## config.mk

```make
export PLATFORM = sky130hd
export DESIGN_NAME = cgsr_regs
export DESIGN_NICKNAME = d
export VERILOG_FILES = /design/src/cgsr_pkg.sv /design/src/cgsr_spi_frame.sv /design/src/cgsr_regs.sv
export VERILOG_INCLUDE_DIRS = /design/src /design/src/src
export SDC_FILE = /design/constraint.sdc
export NUM_CORES = 1
export LEC_CHECK = 0
export ABC_CLOCK_PERIOD_IN_PS = 5300
export BUFFER_PORTS_ARGS = -buffer_cell sky130_fd_sc_hd__buf_2
export CAP_MARGIN = 30
export CORE_MARGIN = 2
export CORE_UTILIZATION = 50
export DETAILED_ROUTE_END_ITERATION = 8
export PLACE_DENSITY = 0.68
export SYNTH_ARGS = -nofsm -noshare
export SYNTH_HDL_FRONTEND = slang
export SYNTH_SLANG_ARGS = --single-unit
```

## constraint.sdc

```tcl
create_clock -name ref_clk_i -period 5.3 [get_ports ref_clk_i]
set_clock_uncertainty 0.15 [all_clocks]
set_input_delay 0.795 -clock ref_clk_i [delete_from_list [all_inputs] [get_ports ref_clk_i]]
set_output_delay 0.795 -clock ref_clk_i [all_outputs]
set_load 0.005 [all_outputs]
```

## src/cgsr_consts.svh

```systemverilog
// Register offsets, field positions, reset values and frame counts of the channel register bank
`ifndef CGSR_CONSTS_SVH
`define CGSR_CONSTS_SVH

// Register offsets
`define CGSR_ADDR_STATUS 8'h00
`define CGSR_ADDR_GENERAL 8'h01
`define CGSR_ADDR_TIMING 8'h04
`define CGSR_ADDR_FUNC 8'h05
`define CGSR_ADDR_DIR 8'h07
`define CGSR_ADDR_DRIVER 8'h09
`define CGSR_ADDR_LEVEL 8'h0B
`define CGSR_ADDR_READBACK 8'h0D
`define CGSR_ADDR_SCAN 8'h10
`define CGSR_ADDR_MANUAL 8'h11
`define CGSR_ADDR_MASK 8'h12

// Field positions
`define CGSR_BIT_ACTIVE 6
`define CGSR_BIT_FORCE 2
`define CGSR_BIT_SWRST 0
`define CGSR_BIT_OSC 4
`define CGSR_BIT_GO 4

// Reset values
`define CGSR_RST_BYTE 8'h00
`define CGSR_RST_DIV 4'h4
`define CGSR_RST_CODE 4'h0

// Serial frame: command byte, address byte, data byte
`define CGSR_OP_WRITE 8'h08
`define CGSR_OP_READ 8'h10
`define CGSR_CNT_CMD 5'h08
`define CGSR_CNT_ADDR 5'h10
`define CGSR_CNT_DATA 5'h18
`define CGSR_CNT_LAST 5'h17

`endif

```

## src/cgsr_pkg.sv

```systemverilog
// Types shared by the channel register bank and its serial front end
package cgsr_pkg;

  typedef enum logic [1:0] {
    CGSR_MANUAL = 2'h0,
    CGSR_AUTO = 2'h1,
    CGSR_OTF = 2'h2,
    CGSR_RSVD = 2'h3
  } cgsr_method_t;

  typedef enum logic {
    CGSR_SEQ_IDLE = 1'h0,
    CGSR_SEQ_RUN = 1'h1
  } cgsr_seq_state_t;

endpackage : cgsr_pkg

```

## src/cgsr_spi_frame.sv

```systemverilog
// Serial frame engine: turns SPI frames into register read and write strobes
`timescale 1ns/100ps
`include "cgsr_consts.svh"

module cgsr_spi_frame (
  input wire logic ref_clk_i,
  input wire logic resetn_i,
  input wire logic sclk_i,
  input wire logic csn_i,
  input wire logic mosi_i,
  output logic miso_o,
  output logic reg_wr_o,
  output logic reg_rd_o,
  output logic [7:0] reg_addr_o,
  output logic [7:0] reg_wdata_o,
  input wire logic [7:0] reg_rdata_i
);
  import cgsr_pkg::*;

  logic sclk_s1, sclk_s2, sclk_s3;
  logic csn_s1, csn_s2;
  logic mosi_s1, mosi_s2;
  logic [4:0] bit_cnt;
  logic [7:0] shift_in;
  logic [7:0] shift_out;
  logic [7:0] cmd;
  logic load_pend;
  logic sclk_rise, sclk_fall;
  logic [7:0] next_byte;

  //////////////////////////////////////////////////////////////////////////////
  // Pin synchronisers; edges are taken from the second and third stage only
  always_ff @(posedge ref_clk_i or negedge resetn_i)
  begin
    if (!resetn_i)
    begin
      sclk_s1 <= 1'b0;
      sclk_s2 <= 1'b0;
      sclk_s3 <= 1'b0;
      csn_s1 <= 1'b1;
      csn_s2 <= 1'b1;
      mosi_s1 <= 1'b0;
      mosi_s2 <= 1'b0;
    end
    else
    begin
      sclk_s1 <= sclk_i;
      sclk_s2 <= sclk_s1;
      sclk_s3 <= sclk_s2;
      csn_s1 <= csn_i;
      csn_s2 <= csn_s1;
      mosi_s1 <= mosi_i;
      mosi_s2 <= mosi_s1;
    end
  end

  // Mode 0 only: sample on rising edge, shift out on falling edge
  assign sclk_rise = sclk_s2 & ~sclk_s3 & ~csn_s2;
  assign sclk_fall = ~sclk_s2 & sclk_s3 & ~csn_s2;
  assign next_byte = {shift_in[6:0], mosi_s2};

  //////////////////////////////////////////////////////////////////////////////
  // Incoming bits, command and address capture, strobes
  always_ff @(posedge ref_clk_i or negedge resetn_i)
  begin
    if (!resetn_i)
    begin
      bit_cnt <= 5'h00;
      shift_in <= 8'h00;
      cmd <= 8'h00;
      reg_addr_o <= 8'h00;
      reg_wdata_o <= 8'h00;
      reg_wr_o <= 1'b0;
      reg_rd_o <= 1'b0;
    end
    else
    begin
      reg_wr_o <= 1'b0;
      reg_rd_o <= 1'b0;
      if (csn_s2)
      begin
        bit_cnt <= 5'h00;
        cmd <= 8'h00;
      end
      else if (sclk_rise)
      begin
        shift_in <= next_byte;
        // Extra clocks past the data byte are ignored
        if (bit_cnt != `CGSR_CNT_DATA)
          bit_cnt <= bit_cnt + 5'h01;
        if (bit_cnt + 5'h01 == `CGSR_CNT_CMD)
          cmd <= next_byte;
        if (bit_cnt + 5'h01 == `CGSR_CNT_ADDR)
        begin
          reg_addr_o <= next_byte;
          reg_rd_o <= (cmd == `CGSR_OP_READ);
        end
        if (bit_cnt + 5'h01 == `CGSR_CNT_DATA)
        begin
          reg_wdata_o <= next_byte;
          reg_wr_o <= (cmd == `CGSR_OP_WRITE);
        end
      end
    end
  end

  //////////////////////////////////////////////////////////////////////////////
  // Read data out; loaded well before the first data falling edge if SCLK is slow
  always_ff @(posedge ref_clk_i or negedge resetn_i)
  begin
    if (!resetn_i)
    begin
      load_pend <= 1'b0;
      shift_out <= 8'h00;
      miso_o <= 1'b0;
    end
    else
    begin
      load_pend <= reg_rd_o;
      if (csn_s2)
      begin
        shift_out <= 8'h00;
        miso_o <= 1'b0;
      end
      else if (load_pend)
      begin
        shift_out <= reg_rdata_i;
        miso_o <= reg_rdata_i[7];
      end
      else if (sclk_fall && bit_cnt > `CGSR_CNT_ADDR && bit_cnt <= `CGSR_CNT_LAST)
      begin
        shift_out <= {shift_out[6:0], 1'b0};
        miso_o <= shift_out[6];
      end
    end
  end

endmodule : cgsr_spi_frame

```

## src/cgsr_regs.sv

```systemverilog
// Channel configuration register bank with pin control and channel sequencer
`timescale 1ns/100ps
`include "cgsr_consts.svh"

// Overview of operation
// - Oscillator choice bit 0 picks high-speed, 1 picks low-power timing source.
// - Four-bit sample-rate divider, reset 0100, steers averaging sample speed.
// - Function-select bit 0 makes channel analog, 1 makes it general I/O.
// - For general I/O, direction bit 0 is input, 1 is output.
// - Driver-type bit 0 gives open-drain output, 1 gives push-pull.
// - Output-level bit sets driven logic value; resets to all zeros.
// - Read-only byte reports present logic level of every pin.
// - Scan method: 00 manual, 01 automatic, 10 on-the-fly, 11 reserved.
// - In automatic method scan-go 1 starts ascending scan, 0 stops it.
// - Manual method converts channel code 0 to 7; codes 1xxx reserved.
// - Reset clears channel, I/O and scan registers to zero.
// - Force-all-analog makes every channel analog regardless of other settings.
// - Scan-active status reads 1 while a sequence runs, else 0.
// - Automatic scan includes only channels whose mask bit is 1.
module cgsr_regs (
  input wire logic ref_clk_i,
  input wire logic resetn_i,
  input wire logic spi_sclk_i,
  input wire logic spi_csn_i,
  input wire logic spi_mosi_i,
  output logic spi_miso_o,
  input wire logic [7:0] gpio_i,
  output logic [7:0] gpio_o,
  output logic [7:0] gpio_oe_o,
  output logic [7:0] analog_enable_o,
  output logic timing_oscillator_choice_o,
  output logic [3:0] sample_rate_divider_o,
  output cgsr_pkg::cgsr_method_t scan_method_o,
  input wire logic conv_done_i,
  output logic [2:0] conv_channel_o,
  output logic conv_channel_valid_o
);
  import cgsr_pkg::*;

  logic reg_wr, reg_rd;
  logic [7:0] reg_addr, reg_wdata, reg_rdata;
  logic soft_rst;
  logic force_all_analog;
  logic [7:0] channel_function_select, io_direction, output_driver_type, output_level;
  logic [7:0] gpio_s1, input_level_readback;
  logic scan_go;
  cgsr_method_t scan_method;
  logic [3:0] manual_channel_code;
  logic [7:0] scan_channel_mask;
  cgsr_seq_state_t seq_state;
  logic [2:0] scan_ptr;
  logic scan_active, scan_run;
  logic [7:0] analog_map, drive_en;
  logic [2:0] next_channel;
  logic next_valid;

  // Lowest set mask bit at or after cur (incl) or strictly after cur, wrapping
  function automatic logic [2:0] cgsr_next_ch(input logic [7:0] mask, input logic [2:0] cur,
                                              input logic incl);
    logic [2:0] idx;
    logic [2:0] res;
    logic found;
    res = cur;
    found = 1'b0;
    for (int k = 0; k < 8; k++)
    begin
      idx = cur + 3'(k) + {2'b00, ~incl};
      if (!found && mask[idx])
      begin
        res = idx;
        found = 1'b1;
      end
    end
    return res;
  endfunction : cgsr_next_ch

  //////////////////////////////////////////////////////////////////////////////
  // Serial front end
  cgsr_spi_frame u_frame (
    .ref_clk_i(ref_clk_i),
    .resetn_i(resetn_i),
    .sclk_i(spi_sclk_i),
    .csn_i(spi_csn_i),
    .mosi_i(spi_mosi_i),
    .miso_o(spi_miso_o),
    .reg_wr_o(reg_wr),
    .reg_rd_o(reg_rd),
    .reg_addr_o(reg_addr),
    .reg_wdata_o(reg_wdata),
    .reg_rdata_i(reg_rdata)
  );

  // Software reset acts for one cycle and wins over every other write
  assign soft_rst = reg_wr && reg_addr == `CGSR_ADDR_GENERAL && reg_wdata[`CGSR_BIT_SWRST];

  //////////////////////////////////////////////////////////////////////////////
  // Timing source and general control
  always_ff @(posedge ref_clk_i or negedge resetn_i)
  begin
    if (!resetn_i)
    begin
      timing_oscillator_choice_o <= 1'b0;
      sample_rate_divider_o <= `CGSR_RST_DIV;
      force_all_analog <= 1'b0;
    end
    // Software reset is a synchronous clear, kept out of the async branch
    else if (soft_rst)
    begin
      timing_oscillator_choice_o <= 1'b0;
      sample_rate_divider_o <= `CGSR_RST_DIV;
      force_all_analog <= 1'b0;
    end
    else if (reg_wr && reg_addr == `CGSR_ADDR_TIMING)
    begin
      timing_oscillator_choice_o <= reg_wdata[`CGSR_BIT_OSC];
      sample_rate_divider_o <= reg_wdata[3:0];
    end
    else if (reg_wr && reg_addr == `CGSR_ADDR_GENERAL)
      force_all_analog <= reg_wdata[`CGSR_BIT_FORCE];
  end

  // Channel and I/O configuration
  always_ff @(posedge ref_clk_i or negedge resetn_i)
  begin
    if (!resetn_i)
    begin
      channel_function_select <= `CGSR_RST_BYTE;
      io_direction <= `CGSR_RST_BYTE;
      output_driver_type <= `CGSR_RST_BYTE;
      output_level <= `CGSR_RST_BYTE;
    end
    else if (soft_rst)
    begin
      channel_function_select <= `CGSR_RST_BYTE;
      io_direction <= `CGSR_RST_BYTE;
      output_driver_type <= `CGSR_RST_BYTE;
      output_level <= `CGSR_RST_BYTE;
    end
    else if (reg_wr)
    begin
      unique case (reg_addr)
        `CGSR_ADDR_FUNC: channel_function_select <= reg_wdata;
        `CGSR_ADDR_DIR: io_direction <= reg_wdata;
        `CGSR_ADDR_DRIVER: output_driver_type <= reg_wdata;
        `CGSR_ADDR_LEVEL: output_level <= reg_wdata;
        default: ;
      endcase
    end
  end

  // Scan configuration; a reserved method code is stored but runs nothing
  always_ff @(posedge ref_clk_i or negedge resetn_i)
  begin
    if (!resetn_i)
    begin
      scan_method <= CGSR_MANUAL;
      scan_go <= 1'b0;
      manual_channel_code <= `CGSR_RST_CODE;
      scan_channel_mask <= `CGSR_RST_BYTE;
    end
    else if (soft_rst)
    begin
      scan_method <= CGSR_MANUAL;
      scan_go <= 1'b0;
      manual_channel_code <= `CGSR_RST_CODE;
      scan_channel_mask <= `CGSR_RST_BYTE;
    end
    else if (reg_wr)
    begin
      unique case (reg_addr)
        `CGSR_ADDR_SCAN:
        begin
          scan_method <= cgsr_method_t'(reg_wdata[1:0]);
          scan_go <= reg_wdata[`CGSR_BIT_GO];
        end
        `CGSR_ADDR_MANUAL: manual_channel_code <= reg_wdata[3:0];
        `CGSR_ADDR_MASK: scan_channel_mask <= reg_wdata;
        default: ;
      endcase
    end
  end

  //////////////////////////////////////////////////////////////////////////////
  // Pins: synchronise inputs, drive only general-I/O outputs
  always_ff @(posedge ref_clk_i or negedge resetn_i)
  begin
    if (!resetn_i)
    begin
      gpio_s1 <= 8'h00;
      input_level_readback <= 8'h00;
    end
    else
    begin
      gpio_s1 <= gpio_i;
      input_level_readback <= gpio_s1;
    end
  end

  assign analog_map = channel_function_select == 8'h00 || force_all_analog ?
                      8'hFF : ~channel_function_select;
  assign drive_en = channel_function_select & io_direction & ~{8{force_all_analog}};

  // Open-drain high is released to the external pullup, never driven
  always_ff @(posedge ref_clk_i or negedge resetn_i)
  begin
    if (!resetn_i)
    begin
      analog_enable_o <= 8'hFF;
      gpio_oe_o <= 8'h00;
      gpio_o <= 8'h00;
    end
    else
    begin
      analog_enable_o <= analog_map;
      gpio_oe_o <= drive_en & (output_driver_type | ~output_level);
      gpio_o <= drive_en & output_driver_type & output_level;
    end
  end

  //////////////////////////////////////////////////////////////////////////////
  // Automatic scan sequencer
  assign scan_run = scan_method == CGSR_AUTO && scan_go;
  assign scan_active = seq_state == CGSR_SEQ_RUN;

  always_ff @(posedge ref_clk_i or negedge resetn_i)
  begin
    if (!resetn_i)
    begin
      seq_state <= CGSR_SEQ_IDLE;
      scan_ptr <= 3'h0;
    end
    else if (soft_rst)
    begin
      seq_state <= CGSR_SEQ_IDLE;
      scan_ptr <= 3'h0;
    end
    else
    begin
      unique case (seq_state)
        CGSR_SEQ_IDLE:
          if (scan_run)
          begin
            seq_state <= CGSR_SEQ_RUN;
            scan_ptr <= cgsr_next_ch(scan_channel_mask, 3'h0, 1'b1);
          end
        CGSR_SEQ_RUN:
          if (!scan_run)
            seq_state <= CGSR_SEQ_IDLE;
          else if (!scan_channel_mask[scan_ptr])
            scan_ptr <= cgsr_next_ch(scan_channel_mask, scan_ptr, 1'b1);
          else if (conv_done_i)
            scan_ptr <= cgsr_next_ch(scan_channel_mask, scan_ptr, 1'b0);
      endcase
    end
  end

  // Channel handed to the converter; a general-I/O channel never reads as valid
  always_comb
  begin
    next_channel = manual_channel_code[2:0];
    next_valid = 1'b0;
    unique case (scan_method)
      CGSR_MANUAL: next_valid = ~manual_channel_code[3]
                                & analog_map[manual_channel_code[2:0]];
      CGSR_AUTO:
      begin
        next_channel = scan_ptr;
        next_valid = scan_active && scan_channel_mask[scan_ptr] && analog_map[scan_ptr];
      end
      CGSR_OTF: next_valid = 1'b0;
      CGSR_RSVD: next_valid = 1'b0;
    endcase
  end

  always_ff @(posedge ref_clk_i or negedge resetn_i)
  begin
    if (!resetn_i)
    begin
      conv_channel_o <= 3'h0;
      conv_channel_valid_o <= 1'b0;
      scan_method_o <= CGSR_MANUAL;
    end
    else
    begin
      conv_channel_o <= next_channel;
      conv_channel_valid_o <= next_valid;
      scan_method_o <= scan_method;
    end
  end

  //////////////////////////////////////////////////////////////////////////////
  // Read data, taken on the read strobe; unmapped offsets read zero
  always_ff @(posedge ref_clk_i or negedge resetn_i)
  begin
    if (!resetn_i)
      reg_rdata <= 8'h00;
    else if (reg_rd)
    begin
      unique case (reg_addr)
        `CGSR_ADDR_STATUS: reg_rdata <= {1'b0, scan_active, 6'h00};
        `CGSR_ADDR_GENERAL: reg_rdata <= {5'h00, force_all_analog, 2'h0};
        `CGSR_ADDR_TIMING: reg_rdata <= {3'h0, timing_oscillator_choice_o,
                                         sample_rate_divider_o};
        `CGSR_ADDR_FUNC: reg_rdata <= channel_function_select;
        `CGSR_ADDR_DIR: reg_rdata <= io_direction;
        `CGSR_ADDR_DRIVER: reg_rdata <= output_driver_type;
        `CGSR_ADDR_LEVEL: reg_rdata <= output_level;
        `CGSR_ADDR_READBACK: reg_rdata <= input_level_readback;
        `CGSR_ADDR_SCAN: reg_rdata <= {3'h0, scan_go, 2'h0, scan_method};
        `CGSR_ADDR_MANUAL: reg_rdata <= {4'h0, manual_channel_code};
        `CGSR_ADDR_MASK: reg_rdata <= scan_channel_mask;
        default: reg_rdata <= 8'h00;
      endcase
    end
  end
endmodule : cgsr_regs

```

=== After elaboration in Yosys (flattened, before gate mapping) ===
Cells that the tools add are included.

* Register bits: 165
* Input port bits: 14
* Output and inout bits: 36

* Add/sub/neg operators: 15
* $lt $le $gt $ge: 18
* Eq/ne operators: 25
* Muxes and demuxes: 221
* Bitwise operators: 19
* Reduce and logical (&&, ||, !) cells: 83

{| class="wikitable"
|+ Operators with widths
! cell !! number
|-
| 8-bit two-way mux || 19
|-
| 1-bit two-way mux || 141
|-
| 8-bit one-hot mux with 11 select lines || 1
|-
| 3-bit two-way mux || 27
|-
| 3-bit by 4-bit < comparator with 1-bit output, second input constant || 16
|-
| 1-bit binary-select mux with 3-bit select || 17
|-
| 8-bit AND || 5
|-
| 8-bit by 4-bit == test with 1-bit output, second input constant || 4
|-
| 8-bit by 5-bit == test with 1-bit output, second input constant || 4
|-
| 1-bit logical AND || 29
|-
| 2-bit nonzero test || 13
|-
| 3-bit by 1-bit adder with 3-bit output, second input constant || 8
|-
| 8-bit by 3-bit == test with 1-bit output, second input constant || 3
|-
| 8-bit inverter || 3
|-
| 2-bit AND reduction || 11
|-
| 1-bit logical NOT || 21
|-
| 7-bit two-way mux || 3
|-
| 4-bit two-way mux || 5
|-
| 8-bit logical NOT || 2
|-
| 5-bit two-way mux || 3
|-
| 3-bit adder, second input constant || 4
|-
| 11-bit by 3-bit != test with 1-bit output, second input constant || 1
|-
| 5-bit == test, second input constant || 2
|-
| 10-bit by 2-bit != test with 1-bit output, second input constant || 1
|-
| 25 further kinds || 38
|}

=== Logic depth before layout (Yosys ltp) ===
Gate-level depths: netlist of the first run.

* Depth in word-level cells: 65
* Depth in mapped cells: 14
* Mapped depth without buffers: 10

=== Cells and area by module ===
From an unflattened synthesis of the first run, not the netlist that was laid out.

* Cell total of the unflattened synthesis: 903
* Area total of the unflattened synthesis: 8904.8 µm²

{| class="wikitable"
|+ By module, submodules not included
! module !! times used !! cells each !! area an instance (µm²) !! seq. area each (µm²)
|-
| cgsr_regs || 1 || 705 || 6486.2 || 2788.9
|-
| cgsr_spi_frame || 1 || 198 || 2418.6 || 1353.8
|}

=== Worst setup path before layout of the first run ===
OpenSTA, ideal clock, no wires.

* Path type: reg-to-reg
* From: register scan_ptr[1]
* To: register scan_ptr[0]
* Library setup time: 0.078 ns
* Arrival: 3.551 ns
* Data required time: 5.072 ns
* Setup slack: 1.522 ns
* Cell stages (with the launch flop): 14
* Clock period less this slack: 3.778 ns
* Cells stage by stage: dfrtp_1 buf_2 clkbuf_1 inv_1 ha_1 buf_6 buf_8 mux2_1 mux4_2 nor4_4 nand4_2 a31o_1 o31ai_2 o2bb2ai_1

* Word-level cells in the longest chain between the ends: 65
* Elaborated cells on any way between the ends: 165
* Classes of those cells: 14 x add/sub; 3 x eq/ne; 120 x mux; 28 x reduce/logical

{| class="wikitable"
|+ Ends and longest elaborated chain
! element !! line !! text
|-
| from (decl) || cgsr_regs.sv:51 || <nowiki>logic [2:0] scan_ptr;</nowiki>
|-
| from (signal assigned) || cgsr_regs.sv:244 || <nowiki>scan_ptr <= cgsr_next_ch(scan_channel_mask, 3'h0, 1'b1);</nowiki>
|-
| from (signal assigned) || cgsr_regs.sv:250 || <nowiki>scan_ptr <= cgsr_next_ch(scan_channel_mask, scan_ptr, 1'b1);</nowiki>
|-
| from (signal assigned) || cgsr_regs.sv:252 || <nowiki>scan_ptr <= cgsr_next_ch(scan_channel_mask, scan_ptr, 1'b0);</nowiki>
|-
| 3-bit by 1-bit adder with 3-bit output || cgsr_regs.sv:67 || <nowiki>idx = cur + 3'(k) + {2'b00, ~incl};</nowiki>
|-
| 1-bit binary-select mux with 3-bit select || cgsr_regs.sv:68 || <nowiki>if (!found && mask[idx])</nowiki>
|-
| 1-bit two-way mux (not written as such) || cgsr_regs.sv:68 ||
|-
| 1-bit two-way mux || cgsr_regs.sv:68 ||
|-
| 1-bit two-way mux || cgsr_regs.sv:251 || <nowiki>else if (conv_done_i)</nowiki>
|-
| 1-bit two-way mux || cgsr_regs.sv:249 || <nowiki>else if (!scan_channel_mask[scan_ptr])</nowiki>
|-
| 1-bit two-way mux || cgsr_regs.sv:247 || <nowiki>if (!scan_run)</nowiki>
|-
| 1-bit two-way mux || cgsr_regs.sv:239 || <nowiki>unique case (seq_state)</nowiki>
|-
| [49 not listed] || -- ||
|-
| 1-bit logical NOT || cgsr_regs.sv:68 ||
|-
| 1-bit logical AND || cgsr_regs.sv:68 ||
|-
| 3-bit two-way mux || cgsr_regs.sv:68 ||
|-
| 3-bit two-way mux || cgsr_regs.sv:251 ||
|-
| 3-bit two-way mux || cgsr_regs.sv:249 ||
|-
| 3-bit two-way mux || cgsr_regs.sv:247 ||
|-
| 3-bit one-hot mux with 2 select lines || cgsr_regs.sv:239 ||
|-
| 3-bit two-way mux || cgsr_regs.sv:232 || <nowiki>else if (soft_rst)</nowiki>
|}

Parallel ways exist; a longest one is shown, timed or not. The select of a mux whose other input is x is not followed.
A chain may end at the register's enable or synchronous reset.

=== Worst setup path after layout of the first run ===
* From: register scan_ptr[0]
* To: register scan_ptr[1]

The elaborated chain is that of the path after synthesis.

==> results.md, run 1 <==
* Drt via density at 6.12
* Layout cell share with drive strength beyond 1 at 20.1%
* WL/cell at 19.6 um
* Startpoint Class: flip-flop
* Root Driver: clkbuf_16
* Top FF cell, synth: dfrtp_1
* Total Wirelength at 21,700 um
* Yosys warning total at 0
* Post-CTS setup buffer count at 0
* Die width at 136 um
* Final Critical Period at 4.00 ns
* Register area at 4140 um2
* Setup TNS at 0 ns
* Placed inst area at 9080 um2
* Clock sinks at 165
* Flops & latches, synth at 165
* CTS hold repair buffers at 0
* Max IR drop VDD at 0.253 mV
* Starting Density at 50.7%
* Crit Path Category: flip-flop to flip-flop
* Number of global-route vias before repair at 6,323
* Hold Crit Class: flip-flop to flip-flop
* Drt drc at 0
* Initial DRT Pass Iterations at 5
* Power per cell area at 268 nW/um2
* Post-synthesis sequential area ratio at 47.7%
* RSZ-0062 raised after global routing: no
* Clk slew on worst S/H paths at 0.07 ns
* Async set or reset register ratio after synthesis at 100%
* Final worst slack at 1.30 ns
* Final setup violation count at 0
* Largest net degree at the start of global routing at 85
* Fin crit share at 75.5%
* Antenna cells at 0
* Final instance area at 9650 um2
* Remaining antenna violation count at 0
* Worst Path Arrival at 4.15 ns
* Die Y-Extent at 136 um
* Final hold viol count at 0
* Top sig layer: met4
* CTS tree: done
* Met1 Wirelength at 10,100 um
* Dpl hpwl at 14,700 um
* # rows at 48
* Slew margin rel. at 38.9%
* Htree depth at 4
* WP data required at 5.45 ns
* Core area at 17,100 um2
* Status: completed
* Post-Syn Area per Cell at 10.2 um2
* F_max at 250 MHz
* Post_cts resized at 0
* Layout Nets at 889
* # fillers at 1,490
* Total CTS buffers at 17
* Skew-Pair Late Insertion Delay at 0.43 ns
* Worst Tran Pin Value at 0.917 ns
* Critical path capture point type: flip-flop
* Post-Syn Instances at 850
* Maxcap violations at 0
* Fin. max-slew vios at 0
* Total grt overflow at 0
* Initial antenna violation count at 0
* Leakage at 4.33 nW
* Post-Syn Nets at 870
* Met3 WL at 1600 um
* Worst slack, placed at 1.37 ns
* Initial DRC Count at 734
* Routed wl met2 at 9670 um
* Yosys cell types at 75
* CTS Buffer Depth at 2
* I/O pin total at 50
* # port buffers at 49
* GRT Overall Usage at 24.9%
* Via count at 6,777
* RD Place Congestion at 0.905
* Area occupied by multi-input gates at 4190 um2
* First-pass GRT wire length at 35,200 um
* Post-synth EDFFs at 0
* Area Overhead vs Synth at 11.2%
* Synth Cell Area at 8680 um2
* Die area at 18,400 um2
* Worst-path fanout max at 18
* Total power at 2.58 mW
-- cells in the final DEF (no fill, tap or decap), types with 28 or more instances in the layout --
cell,instances
inv_1,29
nand3_1,42
dfrtp_1,154
buf_2,48
o21ai_0,28
nand2_1,87
a21oi_1,60
mux2i_1,58
nor2_1,89
mux2_2,33
-- worst max-delay path, cell delays in order (launching register included) --
cell and delay [ns]:
dfrtp_1 0.39, inv_2 0.28, ha_1 0.68, buf_4 0.34, mux2i_1 0.38, mux4_2 0.38
nand3_1 0.15, nor4_4 0.38, nor4_2 0.12, a31oi_4 0.29, o311ai_1 0.19, a2bb2oi_2 0.16
-- synthesized netlist by cell type, types with 3 or more instances --
cell type  number  area share, %
buf_1          10           0.43
a22o_1         13            1.3
and2_1          3           0.22
nand3b_1        3           0.26
o21ai_0        28            1.6
xnor2_1         4           0.40
and3_1          8           0.58
a31oi_1        14            1.0
nand3_1        42            2.4
inv_1          29            1.3
dfstp_2        11            3.3
nand4_1         3           0.22
o31ai_1         6           0.52
mux2_2         33            4.3
ha_1            6           0.87
nor2b_1        18            1.3
o211ai_1        4           0.35
xor2_1          3           0.30
a21oi_1        60            3.5
mux2i_1        58            6.7
clkbuf_1       43            1.9
nor2_1         89            3.8
nor4_1          4           0.29
dfrtp_1       154             44
or3_1           4           0.29
nand2b_1        4           0.29
a22oi_1         9           0.78
mux4_2         22            5.7
buf_2           5           0.29
o311ai_1        3           0.30
nand2_1        87            3.8
nor3_1         13           0.75
-- final timing paths --
path / start / to / slack, ns / cells past startpoint
setup / recovery: scan_ptr[0]$_DFFE_PN0P_ / scan_ptr[1]$_DFFE_PN0P_ / 1.30 / 11
setup reg to reg: scan_ptr[0]$_DFFE_PN0P_ / scan_ptr[1]$_DFFE_PN0P_ / 1.30 / 11
hold / removal: gpio_s1[3]$_DFF_PN0_ / input_level_readback[3]$_DFF_PN0_ / 0.20 / 0
max in group asynchronous: resetn_i / analog_enable_o[7]$_DFF_PN1_ / 3.65 / 2
hold reg to reg: gpio_s1[3]$_DFF_PN0_ / input_level_readback[3]$_DFF_PN0_ / 0.20 / 0
min in group asynchronous: resetn_i / gpio_s1[2]$_DFF_PN0_ / 0.27 / 1
-- sequential cells by signal (all words and copies together), names as in the netlist, 3 cells and up --
signal,cells
analog_enable_o,8
channel_function_select,8
gpio_o,8
gpio_oe_o,8
gpio_s1,8
input_level_readback,8
io_direction,8
output_driver_type,8
output_level,8
reg_rdata,8
scan_channel_mask,8
u_frame.cmd,8
u_frame.reg_addr_o,8
u_frame.reg_wdata_o,8
u_frame.shift_in,7
u_frame.shift_out,7
u_frame.bit_cnt,5
manual_channel_code,4
sample_rate_divider_o,4
conv_channel_o,3
scan_ptr,3
-- report_power, final --
part           internal (mW)  total [mW]  switching, mW
sequential              1.29        1.33         0.0363
clock                  0.680        1.20          0.516
combinational         0.0243      0.0590         0.0347
total                   2.00        2.58          0.587
-- area by class of cell --
type / instances / share of cell area [%]
inverter: 30 / 1.17
clock buffer: 20 / 4.73
timing repair buffer: 60 / 3.67
multi-input combinational: 595 / 43.4
tap: 225 / 2.92
sequential: 165 / 42.9
clock inverter: 12 / 1.21
-- cells by family (layout without fill, tap and decap cells) --
group                    after synthesis  count (layout)  share of synthesized area [%]
AND/OR/NAND/NOR                      292             292                           15.9
AO/OA/AOI/OAI                        170             170                           12.8
flip-flops                           165             165                           47.7
multiplexers                         119             119                           17.6
buffers and inverters                 90             122                           4.18
XOR/XNOR                               8               8                          0.966
adder cells (fa/ha/maj)                6               6                          0.865
-- routing by layer --
layer / GRT usage (%) / vias up
li1: - / 3081
met1: 37.8 / 3371
met2: 36.1 / 291
met3: 5.80 / 34
met4: 6.42 / 0
met5: 0 / -
-- per-stage QoR --
step / utilization [%] / cells / hold WS (ns)
after floorplan: - / 850 / 0.181
after global placement: 52.9 / 1074 / 0.182
after detailed placement: 53.0 / 1075 / 0.186
after CTS: 56.4 / 1107 / 0.198
after global routing: 56.4 / 1107 / 0.203
final: 56.4 / 1107 / 0.196
No activity file was read; power rests on OpenSTA's default activity.
==> run 2: changes to the inputs <==
ABC_CLOCK_PERIOD_IN_PS = 3700   (was 5300)
clock period = 3.7 ns   (was 5.3 ns; I/O delays follow)
==> run 2 against run 1 <==
  * Count of clock-buffer cells in the layout up 1
  * Worst setup slack got worse by 1.1 ns
  * Via count up 0.15%
  * Critical endpoint unchanged
  * Highest routed layer unchanged
  * Register-to-register slack got worse by 1.1 ns
  * Non-clock buffer count grew 19
  * Cell area grew 1.8%
==> results.md, run 2 (synthesized netlist as in run 1, its figures left out) <==
* Status: completed
* Hold Crit Class: primary input to async pin
* F_max at 289 MHz (+16%)
* Initial antenna violation count at 0 (unchanged)
* CTS Buffer Depth at 2 (unchanged)
* Most frequent cells in the layout: 154 x dfrtp_1, 89 x nor2_1, 87 x nand2_1, 60 x a21oi_1, 58 x mux2i_1
* Largest net degree at the start of global routing at 92 (+8.2%)
* Max IR drop VDD at 0.343 mV (+36%)
* # fillers at 1,495 (+0.34%)
* First-pass GRT wire length at 35,500 um (+0.72%)
* Initial DRT Pass Iterations at 5 (unchanged)
* Total grt overflow at 0 (unchanged)
* Slew margin rel. at 44.0% (+5.2 points)
* Maxcap violations at 0 (unchanged)
* Leakage at 4.43 nW (+2.2%)
* Top sig layer: met4
* Worst Path Arrival at 3.66 ns (-0.49 ns)
* I/O pin total at 50 (unchanged)
* Power per cell area at 386 nW/um2 (+44%)
* Fin. max-slew vios at 0 (unchanged)
* Total Wirelength at 21,900 um (+0.52%)
* Core area at 17,100 um2 (unchanged)
* CTS tree: done
* Final std cells w/o fill at 1,126 (+1.7%)
* Placed inst area at 9210 um2 (+1.5%)
* Worst-path fanout max at 9 (-9)
* Setup TNS at 0 ns (unchanged)
* Met1 Wirelength at 10,100 um (about the same)
* Commonest non-fill, non-tap cell in the layout: dfrtp_1
* Layout Nets at 908 (+2.1%)
* Final hold viol count at 0 (unchanged)
* Starting Density at 50.7% (unchanged)
* Area Overhead vs Synth at 13.2%
* WL/cell at 19.4 um (-1.2%)
* WP data required at 3.91 ns (-1.54 ns)
* Fin crit share at 93.4% (+18 points)
* Startpoint Class: flip-flop
* Layout cell share with drive strength beyond 1 at 21.9% (+1.8 points)
* Die Y-Extent at 136 um (unchanged)
* Final core utilization at 57.4% (+1.0 points)
* Final setup violation count at 0 (unchanged)
* Skew-Pair Late Insertion Delay at 0.44 ns (about the same)
* Final Critical Period at 3.46 ns (-0.542 ns)
* Drt via density at 6.03 (-1.5%)
* Clock sinks at 165 (unchanged)
* Via count at 6,787 (+0.15%)
* DP Cell Count at 1,094 (+1.8%)
* Final instance area at 9820 um2 (+1.8%)
* RSZ-0062 raised after global routing: no
* Drt drc at 0 (unchanged)
* # port buffers at 49 (unchanged)
* GRT Overall Usage at 25.2% (+0.31 points)
* Clk slew on worst S/H paths at 0.07 ns (about the same)
* CTS hold repair buffers at 0 (unchanged)
* Dpl hpwl at 15,000 um (+2.2%)
* Worst slack, placed at 0.187 ns (-1.18 ns)
* Die area at 18,400 um2 (unchanged)
* Worst Tran Pin Value at 0.836 ns (-0.0804 ns)
* Antenna cells at 0 (unchanged)
* RD Place Congestion at 0.937 (+3.5%)
* Number of global-route vias before repair at 6,378 (+0.87%)
* Remaining antenna violation count at 0 (unchanged)
* Htree depth at 4 (unchanged)
* Routed wl met2 at 9690 um (+0.30%)
* Critical path capture point type: flip-flop
* Met3 WL at 1710 um (+6.8%)
* # rows at 48 (unchanged)
* Total CTS buffers at 17 (unchanged)
* Root Driver: clkbuf_16
* Final worst slack at 0.243 ns (-1.06 ns)
* Crit Path Category: flip-flop to flip-flop
* Initial DRC Count at 647 (-12%)
* Die width at 136 um (unchanged)
==> run 2: changes by cell type in the layout (fill, tap and decap cells not counted), sizes merged <==
cell,before,now
bufinv,1,2
clkbuf,20,21
clkinvlp,1,2
clkinv,4,2
inv,36,35
buf,60,79
==> run 2: power by group <==
| group | switching, mW | internal [mW] |
|---|---|---|
| logic | 0.0500 | 0.0367 |
| registers | 0.0536 | 1.85 |
| clock network | 0.750 | 1.05 |
==> run 2: critical path, stage by stage, from the launching register on <==
cell and delay (ns):
dfrtp_1 0.36, inv_1 0.10, ha_2 0.49, buf_4 0.24
mux2_4 0.31, mux4_2 0.55, nor4_4 0.42, nand4_2 0.18
o311ai_1 0.12, o21ai_1 0.12, a21oi_2 0.19, a2bb2oi_2 0.15
==> run 2: repair_timing <==
item | CTS | global route
endpoints found under the setup margin | 0 | 2
gates resized for setup | 0 | 2
endpoints found under the hold margin | 0 | 0
buffers inserted | 0 | 0
==> run 2: per-stage QoR <==
step                      hold slack, ns  power, mW
final                             0.0266       3.79
after CTS                         0.0522       3.82
after global routing              0.0531       3.91
after detailed placement           0.186       2.03
after global placement             0.182       2.02
after floorplan                    0.109       1.95
==> run 2: path summary, 6_finish.rpt <==
| path | to | from | slack [ns] | depth (start not counted) |
|---|---|---|---|---|
| setup / recovery | scan_ptr[1]$_DFFE_PN0P_ | scan_ptr[1]$_DFFE_PN0P_ | 0.24 | 11 |
| hold / removal | u_frame.shift_in[3]$_DFFE_PN0P_ | resetn_i | 0.03 | 1 |
| setup reg to reg | scan_ptr[1]$_DFFE_PN0P_ | scan_ptr[1]$_DFFE_PN0P_ | 0.24 | 11 |
| hold reg to reg | input_level_readback[3]$_DFF_PN0_ | gpio_s1[3]$_DFF_PN0_ | 0.20 | 0 |
| max in group asynchronous | analog_enable_o[6]$_DFF_PN1_ | resetn_i | 2.53 | 2 |
| min in group ref_clk_i | u_frame.mosi_s1$_DFF_PN0_ | spi_mosi_i | 0.07 | 1 |
==> run 2: area by class of cell <==
cell class | instances | area, um2 | share of cell area, %
multi-input cells | 595 | 4200 | 42.7
flip-flops and latches | 165 | 4140 | 42.2
repair buffers | 79 | 489 | 4.98
clock buffers | 21 | 460 | 4.69
well taps | 225 | 282 | 2.87
clock inverters | 11 | 141 | 1.44
inverters | 30 | 113 | 1.15
==> run 2: routing by layer <==
| metal | global-route usage, % | up-vias |
|---|---|---|
| met2 | 36.4 | 285 |
| met5 | 0 | - |
| met3 | 5.27 | 26 |
| li1 | - | 3118 |
| met4 | 6.25 | 0 |
| met1 | 38.9 | 3358 |
